### src/pkg/bnsc_pkg.sv
/*
  Constants, codes and carrier types of the breaker network status and command block.
  Assumes a single 25 MHz clock and an on/off keyed carrier on one shared twisted pair.
*/
// Notes on behaviour
// - Station address is three decimal digits, one from each ten-position selector.
// - Each digit window shows the selector's current value while it turns.
// - Breaker state is reported as open, closed or tripped.
// - Remote trip always trips; remote close only with spring release option fitted.
// - Remote trips use the same trip coil output as the device's own trips.
// - A remote trip leaves the external trip code as the reported cause.
// - Any trip holds the breaker trip-free against local closing until local reset.
// - After an external trip a remote close is accepted without local reset.
// - In service the device keeps sending coded messages, phase currents included.
// - Bits are 115.2 kHz carrier bursts, at no more than 1200 bits per second.
// - Messages carry everything shown on the local display.
// - After an automatic trip, cause and per-phase or ground fault current are sent.
// - A short-delay trip is reported with the short delay trip code.
// - Cause and fault currents are held until the trip unit is reset; a later remote trip sets the external trip code and live currents are sent.
// - Each protection setting is one of eight selector positions.
// - Pick-up settings are per-unit multiples of the rating plug amperes.
// - An automatic trip lights the indicator of the tripping function.
// - Local trip reset clears messages, stored currents, cause indicator and alarm relay.
// - Peak demand, present demand and energy are readable over the network.
package bnsc_pkg;

  // ********************
  // Timing
  // ********************
  localparam int CLK_HZ = 25_000_000;
  localparam int CARRIER_HZ = 115_200;
  localparam int MAX_BIT_RATE = 1200;
  localparam int COIL_MS = 10;
  localparam int HALF_CAR = CLK_HZ / (2 * CARRIER_HZ);
  localparam int BIT_CYC = (CLK_HZ + MAX_BIT_RATE - 1) / MAX_BIT_RATE;
  localparam int COIL_CYC = CLK_HZ / 1000 * COIL_MS;
  localparam int CD_WIN = 4 * HALF_CAR;

  // ********************
  // Frame layout and codes
  // ********************
  localparam int FRAME_W = 32;
  localparam logic [3:0] DIGIT_MAX = 4'h9;
  localparam logic [3:0] CMD_POLL = 4'h1;
  localparam logic [3:0] CMD_TRIP = 4'h2;
  localparam logic [3:0] CMD_CLOSE = 4'h3;
  localparam logic [3:0] MSG_STATUS = 4'h0;
  localparam logic [3:0] MSG_CAUSE = 4'h1;
  localparam logic [3:0] MSG_IA = 4'h2;
  localparam logic [3:0] MSG_IB = 4'h3;
  localparam logic [3:0] MSG_IC = 4'h4;
  localparam logic [3:0] MSG_IG = 4'h5;
  localparam logic [3:0] MSG_PEAK = 4'h6;
  localparam logic [3:0] MSG_PRESENT = 4'h7;
  localparam logic [3:0] MSG_ENERGY = 4'h8;
  localparam logic [3:0] MSG_PICKUP = 4'h9;
  localparam logic [3:0] CAUSE_NONE = 4'h0;
  localparam logic [3:0] CAUSE_LONG_DELAY = 4'h1;
  localparam logic [3:0] SHORT_DELAY_TRIP_CODE = 4'h2;
  localparam logic [3:0] CAUSE_INSTANT = 4'h3;
  localparam logic [3:0] CAUSE_GROUND = 4'h4;
  localparam logic [3:0] EXTERNAL_TRIP_CODE = 4'h5;

  // Long-delay pick-up multiples in sixteenths of the plug rating, one per position.
  localparam logic [7:0][4:0] PICKUP_16THS = {5'h10, 5'h0e, 5'h0d, 5'h0c, 5'h0b, 5'h0a, 5'h09, 5'h08};

  typedef enum logic [1:0] {BKR_OPEN = 2'h0, BKR_CLOSED = 2'h1, BKR_TRIPPED = 2'h2} bnsc_bkr_e;
  typedef enum logic [1:0] {FN_LONG = 2'h0, FN_SHORT = 2'h1, FN_INST = 2'h2, FN_GROUND = 2'h3} bnsc_fn_e;
  typedef enum logic [1:0] {TX_IDLE = 2'h0, TX_START = 2'h1, TX_DATA = 2'h3, TX_STOP = 2'h2} bnsc_tx_e;

  typedef struct packed {
    logic [15:0] value;
    logic [3:0] kind;
    logic [11:0] addr;
  } bnsc_frame_s;

  typedef struct packed {
    logic [15:0] ia;
    logic [15:0] ib;
    logic [15:0] ic;
    logic [15:0] ig;
    logic [15:0] peak;
    logic [15:0] present;
    logic [15:0] energy;
  } bnsc_meter_s;

endpackage

### src/bnsc_top.sv
/*
  Network side of a breaker trip unit: address selectors, status and trip reporting,
  remote trip and close, local reset, and the carrier link on the shared pair.
  Assumes the protection logic runs on CLK; pins and the line are synchronised here.
*/
`timescale 1ns/1ps
module bnsc_top #(
  parameter int BIT_CYC = bnsc_pkg::BIT_CYC,
  parameter int COIL_CYC = bnsc_pkg::COIL_CYC
) (
  // Clock and reset
  input wire logic CLK,
  input wire logic RST_B,
  // Address selectors and their viewing windows
  input wire logic [2:0][3:0] ADDR_SW,
  output logic [2:0][3:0] ADDR_SHOW,
  // Breaker, options, settings and pushbutton pins
  input wire logic BKR_CLOSED,
  input wire logic SPRING_OPT,
  input wire logic TRIP_RESET_B,
  input wire logic [2:0] LD_SEL,
  input wire logic [15:0] PLUG_AMPS,
  // Protection logic
  input wire logic PROT_TRIP,
  input wire logic [1:0] PROT_FN,
  input wire bnsc_pkg::bnsc_meter_s METER,
  // Breaker and panel outputs
  output logic TRIP_COIL,
  output logic CLOSE_COIL,
  output logic TRIP_FREE,
  output logic ALARM_RELAY,
  output logic [3:0] CAUSE_LED,
  // Shared pair
  input wire logic LINE_I,
  output logic LINE_O,
  output logic LINE_OE
);

  // ********************
  // Pin synchronisers
  // ********************
  localparam int PIN_W = 35;
  localparam logic [PIN_W-1:0] PIN_RST = 35'h000100000;
  localparam logic [19:0] BIT_T = 20'(BIT_CYC - 1);
  localparam logic [19:0] HALF_T = 20'(BIT_CYC / 2);
  localparam logic [19:0] CD_T = 20'(bnsc_pkg::CD_WIN);
  localparam logic [7:0] CAR_T = 8'(bnsc_pkg::HALF_CAR - 1);
  localparam logic [17:0] COIL_T = 18'(COIL_CYC - 1);
  localparam logic [5:0] RX_STOP = 6'h21;
  localparam logic [5:0] TX_LAST = 6'h1f;

  logic [PIN_W-1:0] pin_meta;
  logic [PIN_W-1:0] pin_sync;
  logic line_d;
  logic rst_btn_d;

  always_ff @(posedge CLK or negedge RST_B) begin
    if (!RST_B) begin
      pin_meta <= PIN_RST;
      pin_sync <= PIN_RST;
    end else begin
      pin_meta <= {ADDR_SW, BKR_CLOSED, SPRING_OPT, TRIP_RESET_B, LD_SEL, PLUG_AMPS, LINE_I};
      pin_sync <= pin_meta;
    end
  end

  wire logic [11:0] s_addr = pin_sync[34:23];
  wire logic s_closed = pin_sync[22];
  wire logic s_spring = pin_sync[21];
  wire logic s_rst_b = pin_sync[20];
  wire logic [2:0] s_ld_sel = pin_sync[19:17];
  wire logic [15:0] s_plug = pin_sync[16:1];
  wire logic s_line = pin_sync[0];
  wire logic reset_press = rst_btn_d && !s_rst_b;

  // A selector resting between detents may read above nine; it shows as nine.
  function automatic logic [3:0] digit_clamp(input logic [3:0] d);
    digit_clamp = (d > bnsc_pkg::DIGIT_MAX) ? bnsc_pkg::DIGIT_MAX : d;
  endfunction

  function automatic logic [3:0] fn_cause(input logic [1:0] fn);
    unique case (fn)
      bnsc_pkg::FN_LONG: fn_cause = bnsc_pkg::CAUSE_LONG_DELAY;
      bnsc_pkg::FN_SHORT: fn_cause = bnsc_pkg::SHORT_DELAY_TRIP_CODE;
      bnsc_pkg::FN_INST: fn_cause = bnsc_pkg::CAUSE_INSTANT;
      bnsc_pkg::FN_GROUND: fn_cause = bnsc_pkg::CAUSE_GROUND;
    endcase
  endfunction

  // ********************
  // Address windows
  // ********************
  always_ff @(posedge CLK or negedge RST_B) begin
    if (!RST_B) begin
      ADDR_SHOW <= '0;
      rst_btn_d <= 1'b1;
    end else begin
      for (int i = 0; i < 3; i++) begin
        ADDR_SHOW[i] <= digit_clamp(s_addr[i*4 +: 4]);
      end
      rst_btn_d <= s_rst_b;
    end
  end

  // ********************
  // Carrier detect
  // ********************
  logic [19:0] cd_cnt;
  logic carrier_on;

  always_ff @(posedge CLK or negedge RST_B) begin
    if (!RST_B) begin
      line_d <= 1'b0;
      cd_cnt <= CD_T;
      carrier_on <= 1'b0;
    end else begin
      line_d <= s_line;
      if (s_line != line_d) begin
        cd_cnt <= '0;
      end else if (cd_cnt != CD_T) begin
        cd_cnt <= cd_cnt + 20'h1;
      end
      carrier_on <= cd_cnt != CD_T;
    end
  end

  // ********************
  // Receiver
  // ********************
  bnsc_pkg::bnsc_tx_e tx_st;
  logic rx_busy;
  logic rx_done;
  logic [19:0] rx_cnt;
  logic [5:0] rx_idx;
  logic [31:0] rx_sh;

  // Bits sampled mid-cell; our own bursts are not received.
  always_ff @(posedge CLK or negedge RST_B) begin
    if (!RST_B) begin
      rx_busy <= 1'b0;
      rx_done <= 1'b0;
      rx_cnt <= '0;
      rx_idx <= '0;
      rx_sh <= '0;
    end else begin
      rx_done <= 1'b0;
      if (!rx_busy) begin
        // A master may start its frame during our stop bit, so reception is allowed there.
        if (carrier_on && (tx_st == bnsc_pkg::TX_IDLE || tx_st == bnsc_pkg::TX_STOP)) begin
          rx_busy <= 1'b1;
          rx_cnt <= HALF_T;
          rx_idx <= '0;
        end
      end else if (rx_cnt != '0) begin
        rx_cnt <= rx_cnt - 20'h1;
      end else begin
        rx_cnt <= BIT_T;
        rx_idx <= rx_idx + 6'h1;
        if (rx_idx == '0) begin
          rx_busy <= carrier_on;
        end else if (rx_idx == RX_STOP) begin
          rx_busy <= 1'b0;
          rx_done <= !carrier_on;
        end else begin
          rx_sh <= {carrier_on, rx_sh[31:1]};
        end
      end
    end
  end

  bnsc_pkg::bnsc_frame_s rx_frame;
  logic hit;

  always_comb begin
    rx_frame = rx_sh;
    hit = rx_done && rx_frame.addr == ADDR_SHOW;
  end

  wire logic trip_cmd = hit && rx_frame.kind == bnsc_pkg::CMD_TRIP;
  wire logic close_cmd = hit && rx_frame.kind == bnsc_pkg::CMD_CLOSE;

  // ********************
  // Trip state and local reset
  // ********************
  logic tripped;
  logic [3:0] cause;
  bnsc_pkg::bnsc_meter_s fault;
  logic close_ok;

  always_comb begin
    close_ok = s_spring && (!TRIP_FREE || cause == bnsc_pkg::EXTERNAL_TRIP_CODE);
  end

  // A trip in the same cycle as a reset press wins over the clear.
  always_ff @(posedge CLK or negedge RST_B) begin
    if (!RST_B) begin
      tripped <= 1'b0;
      cause <= bnsc_pkg::CAUSE_NONE;
      fault <= '0;
      TRIP_FREE <= 1'b0;
      ALARM_RELAY <= 1'b0;
      CAUSE_LED <= '0;
    end else if (PROT_TRIP) begin
      tripped <= 1'b1;
      cause <= fn_cause(PROT_FN);
      fault <= METER;
      TRIP_FREE <= 1'b1;
      ALARM_RELAY <= 1'b1;
      CAUSE_LED[PROT_FN] <= 1'b1;
    end else if (trip_cmd) begin
      tripped <= 1'b1;
      cause <= bnsc_pkg::EXTERNAL_TRIP_CODE;
      TRIP_FREE <= 1'b1;
    end else if (reset_press) begin
      tripped <= 1'b0;
      cause <= bnsc_pkg::CAUSE_NONE;
      fault <= '0;
      TRIP_FREE <= 1'b0;
      ALARM_RELAY <= 1'b0;
      CAUSE_LED <= '0;
    end
  end

  // ********************
  // Coil drivers
  // ********************
  logic [17:0] trip_cnt;
  logic [17:0] close_cnt;

  always_ff @(posedge CLK or negedge RST_B) begin
    if (!RST_B) begin
      trip_cnt <= '0;
      TRIP_COIL <= 1'b0;
    end else if (PROT_TRIP || trip_cmd) begin
      trip_cnt <= COIL_T;
      TRIP_COIL <= 1'b1;
    end else if (trip_cnt != '0) begin
      trip_cnt <= trip_cnt - 18'h1;
    end else begin
      TRIP_COIL <= 1'b0;
    end
  end

  // A trip pulse cuts a close pulse short.
  always_ff @(posedge CLK or negedge RST_B) begin
    if (!RST_B) begin
      close_cnt <= '0;
      CLOSE_COIL <= 1'b0;
    end else if (PROT_TRIP || trip_cmd || TRIP_COIL) begin
      close_cnt <= '0;
      CLOSE_COIL <= 1'b0;
    end else if (close_cmd && close_ok) begin
      close_cnt <= COIL_T;
      CLOSE_COIL <= 1'b1;
    end else if (close_cnt != '0) begin
      close_cnt <= close_cnt - 18'h1;
    end else begin
      CLOSE_COIL <= 1'b0;
    end
  end

  // ********************
  // Message contents
  // ********************
  logic [3:0] tx_kind;
  logic [15:0] tx_value;
  logic [1:0] bkr_state;
  logic [20:0] pickup;
  logic auto_trip;

  always_comb begin
    bkr_state = s_closed ? bnsc_pkg::BKR_CLOSED : (tripped ? bnsc_pkg::BKR_TRIPPED : bnsc_pkg::BKR_OPEN);
    pickup = 21'(s_plug * bnsc_pkg::PICKUP_16THS[s_ld_sel]);
    auto_trip = tripped && cause != bnsc_pkg::EXTERNAL_TRIP_CODE;
    unique case (tx_kind)
      bnsc_pkg::MSG_STATUS: tx_value = {8'h00, s_spring, TRIP_FREE, cause, bkr_state};
      bnsc_pkg::MSG_CAUSE: tx_value = {12'h000, cause};
      bnsc_pkg::MSG_IA: tx_value = auto_trip ? fault.ia : METER.ia;
      bnsc_pkg::MSG_IB: tx_value = auto_trip ? fault.ib : METER.ib;
      bnsc_pkg::MSG_IC: tx_value = auto_trip ? fault.ic : METER.ic;
      bnsc_pkg::MSG_IG: tx_value = auto_trip ? fault.ig : METER.ig;
      bnsc_pkg::MSG_PEAK: tx_value = METER.peak;
      bnsc_pkg::MSG_PRESENT: tx_value = METER.present;
      bnsc_pkg::MSG_ENERGY: tx_value = METER.energy;
      bnsc_pkg::MSG_PICKUP: tx_value = pickup[19:4];
      default: tx_value = 16'h0000;
    endcase
  end

  // ********************
  // Message scheduler
  // ********************
  logic ans_pend;
  logic [3:0] rot_kind;
  logic tx_load;

  // Answers go out as a status message ahead of the rotation.
  always_ff @(posedge CLK or negedge RST_B) begin
    if (!RST_B) begin
      ans_pend <= 1'b0;
      rot_kind <= bnsc_pkg::MSG_STATUS;
    end else begin
      if (hit) begin
        ans_pend <= 1'b1;
      end else if (tx_load && ans_pend) begin
        ans_pend <= 1'b0;
      end
      if (PROT_TRIP) begin
        rot_kind <= bnsc_pkg::MSG_CAUSE;
      end else if (tx_load && !ans_pend) begin
        rot_kind <= (rot_kind == bnsc_pkg::MSG_PICKUP) ? bnsc_pkg::MSG_STATUS : rot_kind + 4'h1;
      end
    end
  end

  // ********************
  // Transmitter
  // ********************
  logic [19:0] tx_cnt;
  logic [5:0] tx_idx;
  logic [31:0] tx_sh;
  logic [7:0] car_cnt;
  logic car_ph;
  logic key_on;

  always_comb begin
    // Holding off until the coils settle makes an answer report the state after the command.
    tx_load = tx_st == bnsc_pkg::TX_IDLE && !rx_busy && !carrier_on && !rx_done && !TRIP_COIL && !CLOSE_COIL;
    tx_kind = ans_pend ? bnsc_pkg::MSG_STATUS : rot_kind;
  end

  always_ff @(posedge CLK or negedge RST_B) begin
    if (!RST_B) begin
      tx_st <= bnsc_pkg::TX_IDLE;
      tx_cnt <= '0;
      tx_idx <= '0;
      tx_sh <= '0;
      key_on <= 1'b0;
    end else if (tx_load) begin
      tx_st <= bnsc_pkg::TX_START;
      tx_cnt <= BIT_T;
      tx_sh <= {tx_value, tx_kind, ADDR_SHOW};
      key_on <= 1'b1;
    end else if (tx_st != bnsc_pkg::TX_IDLE && tx_cnt != '0) begin
      tx_cnt <= tx_cnt - 20'h1;
    end else begin
      tx_cnt <= BIT_T;
      unique case (tx_st)
        bnsc_pkg::TX_IDLE: begin
          key_on <= 1'b0;
        end
        bnsc_pkg::TX_START: begin
          tx_st <= bnsc_pkg::TX_DATA;
          tx_idx <= '0;
          key_on <= tx_sh[0];
        end
        bnsc_pkg::TX_DATA: begin
          tx_sh <= {1'b0, tx_sh[31:1]};
          tx_idx <= tx_idx + 6'h1;
          if (tx_idx == TX_LAST) begin
            tx_st <= bnsc_pkg::TX_STOP;
            key_on <= 1'b0;
          end else begin
            key_on <= tx_sh[1];
          end
        end
        bnsc_pkg::TX_STOP: begin
          tx_st <= bnsc_pkg::TX_IDLE;
        end
      endcase
    end
  end

  // Carrier of 115.2 kHz keyed by the bit value.
  always_ff @(posedge CLK or negedge RST_B) begin
    if (!RST_B) begin
      car_cnt <= '0;
      car_ph <= 1'b0;
      LINE_O <= 1'b0;
      LINE_OE <= 1'b0;
    end else begin
      if (car_cnt == CAR_T) begin
        car_cnt <= '0;
        car_ph <= !car_ph;
      end else begin
        car_cnt <= car_cnt + 8'h1;
      end
      LINE_OE <= tx_st == bnsc_pkg::TX_START || tx_st == bnsc_pkg::TX_DATA;
      LINE_O <= key_on && car_ph;
    end
  end

endmodule

### config.mk
export PLATFORM = sky130hd
export DESIGN_NAME = bnsc_top
export DESIGN_NICKNAME = d
export VERILOG_FILES = /design/src/pkg/bnsc_pkg.sv /design/src/bnsc_top.sv
export SDC_FILE = /design/constraint.sdc
export NUM_CORES = 1
export LEC_CHECK = 0
export ABC_AREA = 1
export BUFFER_PORTS_ARGS = -buffer_cell sky130_fd_sc_hd__buf_2
export CAP_MARGIN = 20
export CORE_MARGIN = 2
export CORE_UTILIZATION = 65
export CTS_CLUSTER_DIAMETER = 30
export DETAILED_ROUTE_END_ITERATION = 6
export HOLD_SLACK_MARGIN = 0.1
export PLACE_DENSITY = 0.86
export SYNTH_ARGS = -nofsm -noshare
export SYNTH_HDL_FRONTEND = slang
export SYNTH_SLANG_ARGS = --single-unit
export TNS_END_PERCENT = 20
### constraint.sdc
create_clock -name CLK -period 8.05 [get_ports CLK]
set_clock_uncertainty 0.2 [all_clocks]
set_input_delay 0.4025 -clock CLK [delete_from_list [all_inputs] [get_ports CLK]]
set_output_delay 0.4025 -clock CLK [all_outputs]
set_load 0.05 [all_outputs]
==> summary.txt, run 1 <==
Status
  • Status: complete, but fails checks
  • Failing checks: DRC

Clock tree
  • Setup bufs post-CTS: 0
  • Root buf cell: clkbuf_16
  • CTS buffer count: 74
  • Worst skew pair latency: 600 ps
  • Reg clk slew, reported paths: approximately 50 ps
  • H-tree depth: 3
  • TritonCTS clock tree: built
  • Max clock buf depth: 3
  • Number of clock sinks: 353

Synthesis
  • FF+latch count, synth: 353
  • Syn Std Cell Area: approximately 0.019 mm^2
  • Syn_nets: 2,560
  • Avg Cell Area, Syn: 8.25 um^2
  • Async SR Flop Fraction: 1.00
  • Register area share after synthesis: 0.462
  • Syn Inst Count: 2,322
  • Post-synth EDFFs: 0
  • Top FF cell, synth: dfrtp_1
  • Library cells used by synthesis: 70
  • Synthesis Warnings: 0

Setup path
  • Required @ worst endpoint: 8260 ps
  • R2R Path Start: pin_sync[18]
  • Critical Path AT: about 5500 ps
  • Crit-path max cell delay: 560 ps
  • Crit Path Class: flip-flop to flip-flop
  • CP Max Fanout: 28
  • Worst r2r path cells: 19
  • Crit path launch: pin_sync[18]
  • Worst R2R Setup Slack: 2800 ps
  • CP Cell Sequence: nand2_1 > nor2_1 > inv_2 > nor2_1 > fa_1 > fa_1 > inv_1 > fa_1 > inv_1 > ha_1 > a21oi_1 > o21ai_0 > a21oi_1 > nand2_1 > or2_2 > nand3_1 > nand3_1 > nand2_1 > o311ai_0
  • CP startpoint kind: flip-flop
  • Setup crit end kind: flip-flop
  • Reg2reg end: tx_sh[24]
  • Worst setup endpoint: tx_sh[24]
  • Crit path max-delay cell type: fa_1

Drt
  • Iteration-0 DRC Markers: between 2,000 and 2,500
  • 1st-pass router iterations: 7
  • Wirelength per Cell: 18.8 um
  • DRT antenna net count: 0
  • Routed wire length: 57.5 mm
  • Drt drc: 44
  • Routed vias/inst: 6.03
  • Vias: approximately 18,000

Power and ir drop
  • Pwr Density: 242 mW/mm^2
  • Leakage: about 12 nW
  • VDD IR max: 0.192 mV

Floorplan
  • Vert. Die Dim: 176 um
  • Initial Utilization: 0.664
  • Core box area: 0.0289 mm^2
  • Std-Cell Rows: 62
  • Die width: 176 um
  • # IOs: around 170
  • Die area: 0.0308 mm^2

GRT
  • Total track usage: 0.377
  • Initial antenna violation count: 2
  • Vias in the first global route: 19,044
  • Largest net degree at the start of global routing: 154
  • Congestion Overflow GR: 0
  • First-pass GRT wire length: 92.9 mm

Timing
  • Pins Over Slew Limit: 0
  • Min Tclk post-route: 5250 ps
  • Final setup viols: 0
  • Setup TNS: 0 ps
  • Fmax: 0.190 GHz
  • Max-slew headroom: 0.272
  • Fin crit share: 0.652
  • RSZ-0062 raised after global routing: false
  • Slew @ Worst Pin: 1090 ps
  • Final hold violation count: 0

Worst hold path
  • Hold crit path type: input pin to flip-flop

Placed design
  • Post-detail-place hpwl: about 33 mm
  • Placed insts: 2,815
  • Gpl congestion: about 0.93
  • Number of I/O port buffers: 173

Cells and area
  • # nets final: 2,854
  • P&R area growth vs syn: 25.5%
  • Layout cells sized above 1: 0.147
  • Post-route insts no fill: 3,061

Flow run
  • Max-cap check violation count: 0
worst min path at each step:
stage,depth (start not counted),end,from,slack (ps)
5_1_grt,5,tx_sh[17],METER[17],140
2_1_floorplan,0,ADDR_SHOW[0],RST_B,-90
6_report,7,tx_sh[21],METER[5],110
3_5_place_dp,0,pin_sync[17],pin_meta[17],130
4_1_cts,3,fault[66],PROT_TRIP,100
3_3_place_gp,0,pin_sync[30],pin_meta[30],130
sequential cells by signal (all words and copies together), names as in the netlist, 2 cells and up:
register   cells
ADDR_SHOW     12
CAUSE_LED      4
car_cnt        8
cause          3
cd_cnt        20
close_cnt     18
fault         64
pin_meta      35
pin_sync      35
rot_kind       4
rx_cnt        20
rx_frame      32
rx_idx         6
trip_cnt      18
tx_cnt        20
tx_idx         6
tx_sh         32
tx_st          2
what timing repair did:
item / CTS / global route
endpoints found under the hold margin: 224 / 0
resized for setup: 0 / 0
hold buffers: 107 / 0
stage by stage:
| stage | hold slack, ps | utilization | setup slack (ps) | cell area (um^2) | total power (W) |
|---|---|---|---|---|---|
| after floorplan | -93.1 | - | 3680 | 19100 | 0.00228 |
| after global placement | 133 | 0.700 | 3270 | 20200 | 0.00245 |
| after detailed placement | 135 | 0.700 | 3090 | 20200 | 0.00247 |
| after CTS | 104 | 0.831 | 2970 | 24000 | 0.00576 |
| after global routing | 141 | 0.833 | 2530 | 24000 | 0.00599 |
| final | 111 | 0.833 | 2800 | 24000 | 0.00581 |
metal layers:
layer,track usage,share of wire
met4,0.233,0.071
met5,0,0
met1,0.443,0.36
met2,0.618,0.48
met3,0.103,0.091
layout by cell type (no fill, tap or decap), drive strengths merged, types with 40 or more instances in the layout:
cell,instances
o21ai,170
ha,46
buf,182
nand3,114
o22ai,68
dlygate4sd3,107
inv,406
nor3,52
dfrtp,346
clkbuf,89
nand2,445
fa,40
nor2,267
a21oi,99
cells in the mapped netlist (all sizes together) (2+ instances only):
library cell	number	area share
a211o	2	0.00092
a211oi	6	0.0024
a21boi	2	0.00078
a21o	3	0.0012
a21oi	99	0.026
a221oi	2	0.00092
a22o	6	0.0027
a31oi	20	0.0065
and2	2	0.00065
and3	3	0.00098
buf	40	0.013
clkbuf	31	0.0061
clkinv	2	0.00046
dfrtp	346	0.45
dfstp	7	0.0096
fa	40	0.042
ha	46	0.030
inv	397	0.078
nand2	445	0.088
nand3	114	0.030
nand3b	4	0.0022
nand4	18	0.0062
nor2	267	0.057
nor3	52	0.016
nor3b	9	0.0035
nor4	18	0.010
o2111ai	4	0.0018
o211a	2	0.0010
o211ai	13	0.0051
o21ai	170	0.045
o21bai	2	0.00078
o221ai	8	0.0037
o22ai	68	0.022
o31ai	4	0.0016
or2	8	0.0026
xnor2	15	0.0069
xor2	37	0.017
critical path, delay by kind of cell (launching register included):
family                   cells  cell delay [ps]
adder cells (fa/ha/maj)      4             1920
AND/OR/NAND/NOR              8             1400
AO/OA/AOI/OAI                4              720
buffers and inverters        3              440
flip-flops                   1              390
layout make-up:
cell class              count  area (um^2)
clock buffers              89         1990
diodes                      2         5.00
multi-input cells        1499         8450
clock inverters            46          701
fillers                  1539         4830
repair buffers            289         2070
inverters                 399         1500
flip-flops and latches    353         8840
well taps                 384          480
report_power, final:
part | total, W | leakage, nW | switching, W | internal [W]
logic | 0.000665 | 6.35 | 0.000430 | 0.000235
registers | 0.00188 | 4.38 | 0.0000395 | 0.00184
clock network | 0.00326 | 1.29 | 0.00106 | 0.00220
logic make-up (layout without fill, tap and decap cells):
group	Yosys count	count (layout)	share of synthesized area
AND/OR/NAND/NOR	942	942	0.219
buffers and inverters	470	823	0.0970
flip-flops	353	353	0.462
adder cells (fa/ha/maj)	86	86	0.0719
other	0	2	0
AO/OA/AOI/OAI	418	418	0.126
XOR/XNOR	52	52	0.0238
multiplexers	1	1	0.000523
No activity file was read; power rests on OpenSTA's default activity.
==> run 2: changes to the inputs <==
Settings changed: ABC_AREA 1 to 0, CORE_UTILIZATION 65 to 60, PLACE_DENSITY 0.86 to 0.81.
Clock period 8.05 ns to 5.2 ns, I/O delays scaled along.
==> run 2 against run 1 <==
The run still ends with DRC left; die area grew 2.1%; sequential power grew 56%; global-route usage decreased by 0.94 points; register-to-register slack got worse by 2700 ps; critical path type unchanged; largest cell class unchanged; first-iteration DRC count decreased by 1.9%.
==> summary.txt, run 2 <==
Cells and area
  • Top Registers: fault x64, pin_meta x35, pin_sync x35
  • # nets final: 2,448
  • Most frequent cells in the layout: dfrtp_1, nand2_1, dlygate4sd3_1, buf_2, o21ai_0
  • Layout cells sized above 1: 0.174
  • P&R area growth vs syn: 32.4%
  • Biggest register: fault
  • Largest register FFs: 64
  • Final Util: 0.807
  • Filler instances: roughly 1,500
  • Most common cell after layout, fill and taps aside: dfrtp_1

Drt
  • DRT antenna net count: 0
  • Iteration-0 DRC Markers: 2,394
  • Vias: 16,720
  • Routed wire length: 56.0 mm
  • Routed vias/inst: ~6.3
  • Wirelength per Cell: 21.0 um
  • Drt drc: 32
  • 1st-pass router iterations: 7

Synthesis
  • Top FF cell, synth: dfrtp_1
  • Area leader, netlist: dfrtp_1
  • Yosys top cell area share: 0.479
  • Count leader, synth: dfrtp_1
  • Syn_nets: 2,065
  • Library cells used by synthesis: 77
  • Register area share after synthesis: 0.490
  • Async SR Flop Fraction: 1.00
  • Synthesis Warnings: 0
  • Most instantiated cells after synthesis: dfrtp_1, nand2_1, o21ai_0, nor2_1, inv_1
  • Syn Std Cell Area: 0.0181 mm^2
  • Syn Inst Count: 1,827
  • FF+latch count, synth: 353
  • Avg Cell Area, Syn: 9.89 um^2
  • Synth area leaders: dfrtp_1, nand2_1, fa_1, o21ai_0, ha_1
  • Post-synth EDFFs: 0

Power and ir drop
  • Pwr Density: around 370 mW/mm^2
  • VDD IR max: 0.372 mV
  • Design Power: 0.00882 W
  • Leakage: 10.9 nW

GRT
  • First-pass GRT wire length: about 90 mm
  • Total track usage: 0.367
  • Congestion Overflow GR: 0
  • Initial antenna violation count: 17
  • Largest net degree at the start of global routing: 115
  • Vias in the first global route: roughly 17,000

Clock tree
  • Reg clk slew, reported paths: 50 ps
  • H-tree depth: 3
  • Max clock buf depth: 3
  • Number of clock sinks: 353
  • Root buf cell: clkbuf_16
  • Worst skew pair latency: approximately 600 ps
  • TritonCTS clock tree: built
  • CTS buffer count: between 70 and 80

Floorplan
  • Die width: 178 um
  • Die area: between 0.03 and 0.04 mm^2
  • Std-Cell Rows: between 60 and 70
  • Vert. Die Dim: 178 um
  • # IOs: 174
  • Initial Utilization: 0.609
  • Core box area: 0.0296 mm^2

Setup path
  • Critical Path AT: 5320 ps
  • Crit path max-delay cell type: fa_1
  • CP Max Fanout: 16
  • Crit Path Class: flip-flop to flip-flop
  • Worst r2r path cells: 15
  • Crit-path max cell delay: 540 ps
  • Required @ worst endpoint: around 5500 ps
  • R2R Path Start: pin_sync[18]
  • CP bufs+invs: 3
  • Setup crit end kind: flip-flop
  • Reg2reg end: tx_sh[25]
  • Crit-path most repeated cell: fa_1
  • CP startpoint kind: flip-flop
  • Worst R2R Setup Slack: 140 ps
  • Worst path top cell family by delay: adder cells
  • CP Cell Sequence: and3_2 > and2_1 > fa_1 > fa_1 > inv_1 > fa_1 > inv_1 > ha_1 > a21oi_1 > nand2_1 > a2111oi_1 > buf_4 > o31ai_1 > a211o_1 > a311o_1

Timing
  • Min Tclk post-route: 5060 ps
  • Final hold violation count: 0
  • Final setup viols: 0
  • Slew @ Worst Pin: roughly 1100 ps
  • Pins Over Slew Limit: 0
  • Fmax: approximately 0.2 GHz
  • Final worst slack: 143 ps
  • Fin crit share: 0.973
  • Max-slew headroom: 0.239

Placed design
  • Place WS: -32.5 ps
  • Gpl congestion: 0.897
  • Post-detail-place hpwl: 28.0 mm
  • Number of I/O port buffers: 173

Worst hold path
  • Worst Hold Depth: 2
  • Hold crit path type: input pin to flip-flop
  • Hold worst-path end: pin_meta[13]
  • Worst Hold Launch: PLUG_AMPS[12]

Status
  • Status: complete, but fails checks
  • Failing checks: DRC

Flow run
  • Max-cap check violation count: 0
-- run 2: changes by cell type after synthesis, moves of 20 or more --
cell / delta
inv_1: -297
nor2_1: -137
nand2_1: -121
nand3_1: -67
o22ai_1: -59
and2_1: +53
xnor2_1: +44
a22oi_1: +39
clkbuf_1: +39
mux2_2: +37
a21oi_1: -34
o21ai_1: -22
o21ai_0: -21
buf_2: -20
-- run 2: power by group --
group,internal [W],switching (W)
logic,0.000411,0.000583
registers,0.00284,0.0000883
clock network,0.00317,0.00173
total,0.00642,0.00241
-- run 2: cells by family after synthesis --
kind of cell,count (synthesis),share of synthesized area
xor gates and xnor gates,98,0.0475
DFF,353,0.490
buffers and inverters,170,0.0389
muxes,57,0.0342
adders and majority gates,86,0.0762
and+or+nand+nor,695,0.183
AOI/OAI and AO/OA,368,0.131
-- run 2: layout make-up --
class / instances / area (um^2) / area share
multi-input combinational: 1304 / 8550 / 0.357
clock buffer: 86 / 1920 / 0.0805
sequential: 353 / 8840 / 0.370
timing repair buffer: 397 / 3120 / 0.131
antenna: 11 / 27.5 / 0.00115
tap: 390 / 488 / 0.0204
inverter: 82 / 308 / 0.0129
clock inverter: 48 / 653 / 0.0273
-- run 2: metal layers --
layer / GRT usage / vias to the layer above / wire (um)
met5: 0.0160 / - / 47
li1: - / 7145 / -
met1: 0.429 / 8033 / 20400
met4: 0.243 / 8 / 4190
met3: 0.148 / 415 / 5420
met2: 0.557 / 1119 / 25900
-- run 2: stage by stage --
stage,TNS (ps),area (um^2),hold slack (ps),cells
6_report,0,23900,119,2671
5_1_grt,-236,23900,123,2663
4_1_cts,0,23800,100,2656
3_5_place_dp,-32.5,19200,135,2324
3_3_place_gp,0,19200,132,2324
2_1_floorplan,0,18100,-236,1827
-- run 2: how the worst max path moves through the flow --
stage	startpoint	to	slack, ps	depth (start not counted)
floorplan	pin_sync[18]	tx_sh[25]	150	14
finish	pin_sync[18]	tx_sh[25]	140	15
CTS	pin_sync[17]	tx_sh[31]	40	14
global placement	pin_sync[18]	tx_sh[31]	140	15
global route	pin_sync[17]	tx_sh[25]	-150	14
detailed placement	pin_sync[17]	tx_sh[31]	-30	14
-- run 2: what timing repair did --
| item | 4_1_cts | 5_1_grt |
|---|---|---|
| setup buffers | 0 | 0 |
| pin swaps | 0 | 0 |
| setup endpoints to repair | 1 | 11 |
| hold buffers | 198 | 0 |
| endpoints found under the hold margin | 231 | 0 |
| gates resized for setup | 2 | 4 |
